[config.mk]
export PLATFORM = sky130hd
export DESIGN_NAME = mup_unpacker
export DESIGN_NICKNAME = d
export VERILOG_FILES = /design/src/hdl/mup_pkg.sv /design/src/hdl/mup_sync2.sv /design/src/hdl/mup_unpacker.sv
export SDC_FILE = /design/constraint.sdc
export NUM_CORES = 1
export LEC_CHECK = 0
export ABC_CLOCK_PERIOD_IN_PS = 2800
export BUFFER_PORTS_ARGS = -buffer_cell sky130_fd_sc_hd__buf_2
export CELL_PAD_IN_SITES_DETAIL_PLACEMENT = 0
export CELL_PAD_IN_SITES_GLOBAL_PLACEMENT = 1
export CORE_ASPECT_RATIO = 0.7
export CORE_MARGIN = 2
export CORE_UTILIZATION = 35
export CTS_CLUSTER_SIZE = 12
export DETAILED_ROUTE_END_ITERATION = 6
export PLACE_DENSITY_LB_ADDON = 0.1
export SYNTH_ARGS = -nofsm -noshare
export SYNTH_HDL_FRONTEND = slang
export SYNTH_SLANG_ARGS = --single-unit
[constraint.sdc]
create_clock -name pclk -period 2.8 [get_ports pclk]
set_clock_uncertainty 0.2 [all_clocks]
set_input_delay 0.14 -clock pclk [delete_from_list [all_inputs] [get_ports pclk]]
set_output_delay 0.14 -clock pclk [all_outputs]
set_load 0.1 [all_outputs]
[src/hdl/mup_pkg.sv]
// Package of constants and types for the parallel host pixel unpacker.
package mup_pkg;

	// Interface mode strap codes.
	localparam logic [3:0] MUP_IM_T1_16 = 4'h1;
	localparam logic [3:0] MUP_IM_T1_18 = 4'h3;
	localparam logic [3:0] MUP_IM_T2_16 = 4'h8;
	localparam logic [3:0] MUP_IM_T2_18 = 4'hA;

	// Host pixel format codes.
	localparam logic [2:0] MUP_FMT_65K  = 3'h5;
	localparam logic [2:0] MUP_FMT_262K = 3'h6;

	// Split transfer modes for 262K colours on a 16-bit bus.
	localparam logic [1:0] MUP_SPLIT_00 = 2'h0;
	localparam logic [1:0] MUP_SPLIT_01 = 2'h1;
	localparam logic [1:0] MUP_SPLIT_10 = 2'h2;
	localparam logic [1:0] MUP_SPLIT_11 = 2'h3;

	// APB register byte addresses.
	localparam logic [7:0] MUP_CTRL_ADDR   = 8'h00;
	localparam logic [7:0] MUP_STATUS_ADDR = 8'h04;
	localparam logic [7:0] MUP_CMD_ADDR    = 8'h08;
	localparam logic [7:0] MUP_PIXCNT_ADDR = 8'h0C;

	// Control register fields and reset values.
	localparam int         MUP_CTRL_FMT_LSB   = 0;
	localparam int         MUP_CTRL_SPLIT_LSB = 4;
	localparam logic [2:0] MUP_FMT_RST        = 3'h6;
	localparam logic [1:0] MUP_SPLIT_RST      = 2'h0;

	// Status register fields.
	localparam int MUP_STAT_IM_LSB    = 0;
	localparam int MUP_STAT_SUPP_BIT  = 4;
	localparam int MUP_STAT_VALID_BIT = 5;
	localparam int MUP_STAT_PHASE_LSB = 8;

	// Edges after reset release before the synchronised strap is trusted.
	localparam logic [1:0] MUP_STRAP_WAIT = 2'h3;

	// Idle level of the synchronised pins: write strobe high, rest low.
	localparam logic [23:0] MUP_PIN_IDLE = 24'h800000;

	typedef enum logic [2:0] {
		MUP_PH0 = 3'b001,
		MUP_PH1 = 3'b010,
		MUP_PH2 = 3'b100
	} mup_phase_t;

	typedef struct packed {
		logic        wr_n;
		logic        dc;
		logic [17:0] data;
		logic [3:0]  im;
	} mup_pins_t;

	typedef struct packed {
		logic [5:0] r;
		logic [5:0] g;
		logic [5:0] b;
	} mup_pixel_t;

endpackage

[src/hdl/mup_sync2.sv]
// Two-stage synchroniser for a group of asynchronous pins.
`timescale 1ns/1ps
`default_nettype none
module mup_sync2 #(
	parameter int              WIDTH   = 24,
	parameter logic [WIDTH-1:0] RST_VAL = '0
) (
	input  wire logic             pclk,
	input  wire logic             presetn,
	input  wire logic [WIDTH-1:0] d,
	output logic      [WIDTH-1:0] q
);

	logic [WIDTH-1:0] meta_ff;
	logic [WIDTH-1:0] sync_ff;

	// The first stage feeds only the second stage.
	always_ff @(posedge pclk or negedge presetn) begin
		if (!presetn) begin
			meta_ff <= RST_VAL;
			sync_ff <= RST_VAL;
		end else begin
			meta_ff <= d;
			sync_ff <= meta_ff;
		end
	end

	assign q = sync_ff;

endmodule // mup_sync2
`default_nettype wire

[src/hdl/mup_unpacker.sv]
// Parallel host pixel unpacker with APB control and status registers.
//
// Added by the designer: the APB register port and the register offsets.
`timescale 1ns/1ps
`default_nettype none
// Behaviour
// - Strap 1000 selects type-II 16-bit parallel host mode.
// - Strap 0011 selects type-I 18-bit parallel host mode.
// - Format 101 takes one whole pixel per transfer on 16 or 18 bits.
// - Format 110 on 16 bits builds each pixel from several transfers.
// - Format 110 on the 18-bit bus takes one pixel per transfer.
// - Select line low marks a command, high marks pixel data.
// - Split 00: two components per word, three words give two pixels.
// - Split 01: red and green first, blue in the second high byte.
// - Split 10: RGB packed first, blue bits 1:0 in second word top.
// - Split 11: red 5:4 in low bits, then red 3:0, green, blue.
// - Host interface type comes from strap pins, not from software.
// - Strap 0001 selects type-I 16-bit parallel host mode.
module mup_unpacker
	import mup_pkg::*;
(
	input  wire logic        pclk,
	input  wire logic        presetn,
	input  wire logic        psel,
	input  wire logic        penable,
	input  wire logic        pwrite,
	input  wire logic [7:0]  paddr,
	input  wire logic [31:0] pwdata,
	input  wire logic [3:0]  pstrb,
	output logic      [31:0] prdata,
	output logic             pready,
	output logic             pslverr,
	input  wire logic        host_wr_n,
	input  wire logic        cmd_data_select,
	input  wire logic [17:0] host_data,
	input  wire logic [3:0]  interface_mode_pins,
	output logic             pix_valid,
	output logic      [17:0] pix_data,
	output logic             cmd_valid,
	output logic      [7:0]  cmd_byte
);

	typedef struct packed {
		logic [2:0]  fmt;
		logic [1:0]  split;
		logic [3:0]  im;
		logic [1:0]  strap_cnt;
		logic        im_valid;
		logic        prev_wr;
		mup_phase_t  phase;
		mup_pixel_t  part;
		logic [5:0]  r1;
		logic        pix_valid;
		mup_pixel_t  pix;
		logic        cmd_valid;
		logic [7:0]  cmd;
		logic [15:0] pix_cnt;
		logic [31:0] prdata;
		logic        pslverr;
	} mup_state_t;

	localparam mup_state_t ST_RST = '{
		fmt: MUP_FMT_RST, split: MUP_SPLIT_RST, im: 4'h0, strap_cnt: 2'h0,
		im_valid: 1'b0, prev_wr: 1'b1, phase: MUP_PH0, part: 18'h00000,
		r1: 6'h00, pix_valid: 1'b0, pix: 18'h00000, cmd_valid: 1'b0,
		cmd: 8'h00, pix_cnt: 16'h0000, prdata: 32'h00000000, pslverr: 1'b0};

	mup_state_t st_ff;
	mup_state_t nxt_st;
	mup_pins_t  pins_raw;
	mup_pins_t  pins_s;

	logic        supported;
	logic        bus18;
	logic        type2;
	logic        wr_evt;
	logic        cmd_evt;
	logic        dat_evt;
	logic [15:0] word16;
	logic [7:0]  cmd_lanes;
	logic        setup;
	logic        acc_wr;

	assign pins_raw = '{wr_n: host_wr_n, dc: cmd_data_select,
		data: host_data, im: interface_mode_pins};

	// Every pin is asynchronous to pclk, so all of them are synchronised.
	mup_sync2 #(
		.WIDTH   (24),
		.RST_VAL (MUP_PIN_IDLE)
	) u_sync (
		.pclk    (pclk),
		.presetn (presetn),
		.d       (pins_raw),
		.q       (pins_s)
	);

	// Mode decode from the captured strap.
	always_comb begin
		supported = st_ff.im_valid && (st_ff.im == MUP_IM_T1_16 || st_ff.im == MUP_IM_T2_16 ||
			st_ff.im == MUP_IM_T1_18 || st_ff.im == MUP_IM_T2_18);
		bus18 = (st_ff.im == MUP_IM_T1_18) || (st_ff.im == MUP_IM_T2_18);
		type2 = (st_ff.im == MUP_IM_T2_16) || (st_ff.im == MUP_IM_T2_18);
	end

	// Lane mapping of the two bus variants.
	always_comb begin
		if (st_ff.im == MUP_IM_T2_16) begin
			word16 = {pins_s.data[17:10], pins_s.data[8:1]};
		end else begin
			word16 = pins_s.data[15:0];
		end
		if (type2) begin
			cmd_lanes = pins_s.data[8:1];
		end else begin
			cmd_lanes = pins_s.data[7:0];
		end
	end

	// A transfer is taken on the rising edge of the synchronised strobe.
	assign wr_evt  = supported && !st_ff.prev_wr && pins_s.wr_n;
	assign cmd_evt = wr_evt && !pins_s.dc;
	assign dat_evt = wr_evt && pins_s.dc;
	assign setup   = psel && !penable;
	assign acc_wr  = psel && penable && pwrite;

	always_comb begin
		nxt_st = st_ff;
		nxt_st.pix_valid = 1'b0;
		nxt_st.cmd_valid = 1'b0;
		nxt_st.prev_wr = pins_s.wr_n;

		// The strap is caught once the synchroniser has filled after reset.
		if (!st_ff.im_valid) begin
			if (st_ff.strap_cnt == MUP_STRAP_WAIT) begin
				nxt_st.im = pins_s.im;
				nxt_st.im_valid = 1'b1;
			end else begin
				nxt_st.strap_cnt = st_ff.strap_cnt + 2'h1;
			end
		end

		if (cmd_evt) begin
			nxt_st.cmd = cmd_lanes;
			nxt_st.cmd_valid = 1'b1;
			nxt_st.phase = MUP_PH0;
		end else if (dat_evt) begin
			if (st_ff.fmt == MUP_FMT_65K) begin
				nxt_st.pix.r = {word16[15:11], word16[15]};
				nxt_st.pix.g = word16[10:5];
				nxt_st.pix.b = {word16[4:0], word16[4]};
				nxt_st.pix_valid = 1'b1;
			end else if (st_ff.fmt == MUP_FMT_262K && bus18) begin
				nxt_st.pix = pins_s.data;
				nxt_st.pix_valid = 1'b1;
			end else if (st_ff.fmt == MUP_FMT_262K) begin
				unique case (st_ff.split)
					MUP_SPLIT_00: begin
						unique case (st_ff.phase)
							MUP_PH0: begin
								nxt_st.part.r = word16[15:10];
								nxt_st.part.g = word16[7:2];
								nxt_st.phase = MUP_PH1;
							end
							MUP_PH1: begin
								nxt_st.pix = {st_ff.part.r, st_ff.part.g, word16[15:10]};
								nxt_st.pix_valid = 1'b1;
								nxt_st.r1 = word16[7:2];
								nxt_st.phase = MUP_PH2;
							end
							MUP_PH2: begin
								nxt_st.pix = {st_ff.r1, word16[15:10], word16[7:2]};
								nxt_st.pix_valid = 1'b1;
								nxt_st.phase = MUP_PH0;
							end
							default: nxt_st.phase = MUP_PH0;
						endcase
					end
					MUP_SPLIT_01: begin
						if (st_ff.phase == MUP_PH0) begin
							nxt_st.part.r = word16[15:10];
							nxt_st.part.g = word16[7:2];
							nxt_st.phase = MUP_PH1;
						end else begin
							// The low byte of the second word carries nothing.
							nxt_st.pix = {st_ff.part.r, st_ff.part.g, word16[15:10]};
							nxt_st.pix_valid = 1'b1;
							nxt_st.phase = MUP_PH0;
						end
					end
					MUP_SPLIT_10: begin
						if (st_ff.phase == MUP_PH0) begin
							nxt_st.part = {word16[15:0], 2'b00};
							nxt_st.phase = MUP_PH1;
						end else begin
							nxt_st.pix = {st_ff.part[17:2], word16[15:14]};
							nxt_st.pix_valid = 1'b1;
							nxt_st.phase = MUP_PH0;
						end
					end
					MUP_SPLIT_11: begin
						if (st_ff.phase == MUP_PH0) begin
							nxt_st.part = {word16[1:0], 16'h0000};
							nxt_st.phase = MUP_PH1;
						end else begin
							nxt_st.pix = {st_ff.part[17:16], word16};
							nxt_st.pix_valid = 1'b1;
							nxt_st.phase = MUP_PH0;
						end
					end
				endcase
			end
		end

		if (nxt_st.pix_valid) begin
			nxt_st.pix_cnt = st_ff.pix_cnt + 16'h0001;
		end

		// Register writes land in the access phase; read data is built in setup.
		if (acc_wr && paddr == MUP_CTRL_ADDR) begin
			if (pstrb[0]) begin
				nxt_st.fmt = pwdata[MUP_CTRL_FMT_LSB +: 3];
				nxt_st.split = pwdata[MUP_CTRL_SPLIT_LSB +: 2];
			end
		end
		if (acc_wr && paddr == MUP_PIXCNT_ADDR && pstrb[0]) begin
			nxt_st.pix_cnt = 16'h0000;
		end
		if (setup) begin
			nxt_st.prdata = 32'h00000000;
			nxt_st.pslverr = 1'b0;
			unique case (paddr)
				MUP_CTRL_ADDR: begin
					nxt_st.prdata[MUP_CTRL_FMT_LSB +: 3] = st_ff.fmt;
					nxt_st.prdata[MUP_CTRL_SPLIT_LSB +: 2] = st_ff.split;
				end
				MUP_STATUS_ADDR: begin
					nxt_st.prdata[MUP_STAT_IM_LSB +: 4] = st_ff.im;
					nxt_st.prdata[MUP_STAT_SUPP_BIT] = supported;
					nxt_st.prdata[MUP_STAT_VALID_BIT] = st_ff.im_valid;
					nxt_st.prdata[MUP_STAT_PHASE_LSB +: 3] = st_ff.phase;
				end
				MUP_CMD_ADDR: nxt_st.prdata[7:0] = st_ff.cmd;
				MUP_PIXCNT_ADDR: nxt_st.prdata[15:0] = st_ff.pix_cnt;
				default: nxt_st.pslverr = 1'b1;
			endcase
		end
	end

	always_ff @(posedge pclk or negedge presetn) begin
		if (!presetn) begin
			st_ff <= ST_RST;
		end else begin
			st_ff <= nxt_st;
		end
	end

	// Zero wait states: data was prepared in the setup cycle.
	assign pready    = 1'b1;
	assign prdata    = st_ff.prdata;
	assign pslverr   = st_ff.pslverr;
	assign pix_valid = st_ff.pix_valid;
	assign pix_data  = st_ff.pix;
	assign cmd_valid = st_ff.cmd_valid;
	assign cmd_byte  = st_ff.cmd;
endmodule // mup_unpacker
`default_nettype wire

==> reports/metrics.cfg <==
[floorplanning]
core_area_sq_um=20600
ios=135
start_util_pct=35.4
rows=44
dieArea_sq_um=22000
dieWidth_um=176
die_h_um=125

[cts]
post_cts_buffers=0
cts_root_buf=clkbuf_16
cts_sinks=147
htree_levels=4
cts_tree=built
cts_buffers=17
clk_path_buf_depth=2
clk_latency_ps=430
cts.clk_slew.worst_paths_ps=70

[setup_path]
critPathMaxStageDelay_ps=640
reg2regPathDepth=6
startpoint_type=flip-flop
worst_ep_required_time_ps=2910
critPathMaxFanout=13
path_buf_inv=1
critPathCaptureType=flip-flop
critical-path-top-delay-family=simple AND/OR/NAND/NOR gates
slowest_stage=dfstp_2
rr_endpoint=pix_data[11]
arrival_ps=2740
cp_cell_sequence=or3b_1 -> nand2_1 -> nor2_1 -> o311ai_1 -> buf_4 -> a211oi_1
rrSetupSlack_ps=170
critical_path_class=flip-flop to flip-flop
worstReg2RegStart=st_ff[101]

[layout]
design_area_sq_um=8780
areaGrowthSynthToFinish_pct=20.6
layout_commonest_cell=dfrtp_1
final_cell_count_no_fill=1099
layout-drive-gt1-share_pct=25.2
final_cell_mix=dfrtp_1 (141), buf_2 (86), a21oi_1 (60)
fillers=1992
antenna_cells=0
final_nets=885

[drt]
num_vias=5858
vias_per_cell=5.33
drcViolationCount=0
drt_iter0_drc=536
routed_wl_um=21900
first_pass_iters=5
ant_nets=0
wl_per_cell_um=19.9

[placed_design]
place_congestion=0.876
dp_cells=1037
port-buffer-count=87
placed_area_sq_um=7860
dp_slack_ps=102
dp_hpwl_um=15700

[power]
ir_worst_vdd_v=0.000624
p_switching_uw=1750
internal_power_uw=3760
p_leak_uw=0.00388
clockPowerShare_pct=43.6
p_comb_share_pct=14.5
sw_frac_of_total_pct=31.8
pwr-share-seq_pct=41.9
power.density_nw_per_um2=628

[synthesis]
postSynthAreaPerCell_sq_um=10.2
synth_top_area_share_pct=48.5
async_reset_ff_share_pct=100
synth_cell_types=69
yosysWarnings=0
syn_area_sq_um=7280
yosysSeqAreaShare_pct=50.6
synth-edff-count=0
synth-seq-cells=147
yosys.area.top_type=dfrtp_1
yosys-top-cells-area=dfrtp_1 (48%), buf_4 (6.3%), a21oi_1 (4.1%)
syn_inst=715
synth_flop_cell=dfrtp_1

[hold_path]
hold_end=prdata[14]
hold_path.class=primary input to flip-flop
hp-start=psel
holdPathStages=5

[sta]
layout_setup_ws_ps=172
tightestPinTransition_ps=809
fin_crit_sh_pct=93.9
finalSetupViolCount=0
slew_violations=0
fin_tns_setup_ps=0
timing.fmax_mhz=380
rsz0062_at_grt=false
min_period_ps=2630
hold_viol=0
slew_headroom_pct=45.8

[global_routing]
grt_pass1_wl_um=34100
grt_pass1_vias=5594
grt_max_degree=66
grt_overflow=0
antenna_found_initial=0
track_usage_pct=20.5

[run]
drv_cap=0

[status]
status=complete, no violations

-- power by group through the flow --
stage / clock network, uW / logic, uW / registers, uW
2_1_floorplan: 0 / 633 / 2290
3_3_place_gp: 0 / 767 / 2340
3_5_place_dp: 0 / 766 / 2350
4_1_cts: 2460 / 800 / 2310
5_1_grt: 2550 / 850 / 2320
6_report: 2400 / 800 / 2310
-- Yosys cell counts, types with 7 or more instances --
library cell    n
dfrtp_1       141
buf_4          61
a21oi_1        60
nor2_1         58
o21ai_0        57
nand2_1        45
clkbuf_1       24
mux2i_1        24
mux2_2         22
a31oi_1        17
nand3_1        16
inv_1          14
buf_2          13
o31ai_1        11
o211ai_1        8
o22ai_1         7
or3_1           7
-- worst register-to-register path: cells and delay by family (launching register included) --
family | cells | cell delay [ps]
simple gates | 3 | 980
flops | 1 | 640
compound gates | 2 | 510
buf+inv | 1 | 190
-- registers in the layout, indices dropped and copies added, names as in the netlist --
signal          cells
st_ff              54
pix_data           18
u_sync.q           24
pslverr             1
cmd_valid           1
cmd_byte            8
u_sync.meta_ff     24
prdata             16
pix_valid           1
-- layout make-up --
type | count | area [sq um] | share of cell area (%)
Sequential cell | 147 | 3690 | 42.0
Multi-Input combinational cell | 467 | 2960 | 33.7
Timing Repair Buffer | 163 | 1120 | 12.8
Clock buffer | 18 | 429 | 4.89
Tap cell | 276 | 345 | 3.93
Clock inverter | 14 | 184 | 2.10
Inverter | 14 | 52.6 | 0.599
-- layer usage --
layer	share of wire (%)	track usage, %	vias to the layer above
met4	0.90	5.06	0
li1	-	-	2713
met3	6.9	4.95	18
met2	40	27.1	228
met5	0	0	-
met1	52	33.0	2899
-- worst max path at each step --
| stage | from | to | slack, ps | cells after the start |
|---|---|---|---|---|
| floorplan | st_ff[101] | st_ff[93] | 590 | 5 |
| global placement | st_ff[101] | pix_data[11] | 70 | 6 |
| detailed placement | st_ff[101] | pix_data[11] | 100 | 6 |
| CTS | st_ff[101] | pix_data[11] | 80 | 6 |
| global route | st_ff[108] | st_ff[88] | 80 | 5 |
| finish | st_ff[101] | pix_data[11] | 170 | 6 |
-- cells by family (layout without fill, tap and decap cells) --
kind of cell / Yosys count / after routing / share of synthesized area, %
compound gates: 216 / 216 / 18.5
flops: 147 / 147 / 50.6
xor+xnor: 4 / 4 / 0.481
other cells: 2 / 17 / 0.103
buf+inv: 116 / 209 / 9.63
mux: 50 / 50 / 7.99
fa+ha+maj: 2 / 2 / 0.344
simple gates: 178 / 178 / 12.3
-- through the flow --
stage / total power (uW) / hold WS [ps] / utilization (%)
6_report: 5510 / 35.1 / 42.6
3_3_place_gp: 3110 / -2.35 / 38.2
5_1_grt: 5720 / 77.4 / 42.6
4_1_cts: 5570 / 28.0 / 42.6
3_5_place_dp: 3110 / -5.34 / 38.2
2_1_floorplan: 2930 / -356 / -
-- timing repair --
item	4_1_cts	5_1_grt
resized for setup	0	1
hold buffers	30	0
hold endpoints to repair	107	0
setup endpoints to repair	0	1
No activity file was read; power rests on OpenSTA's default activity.
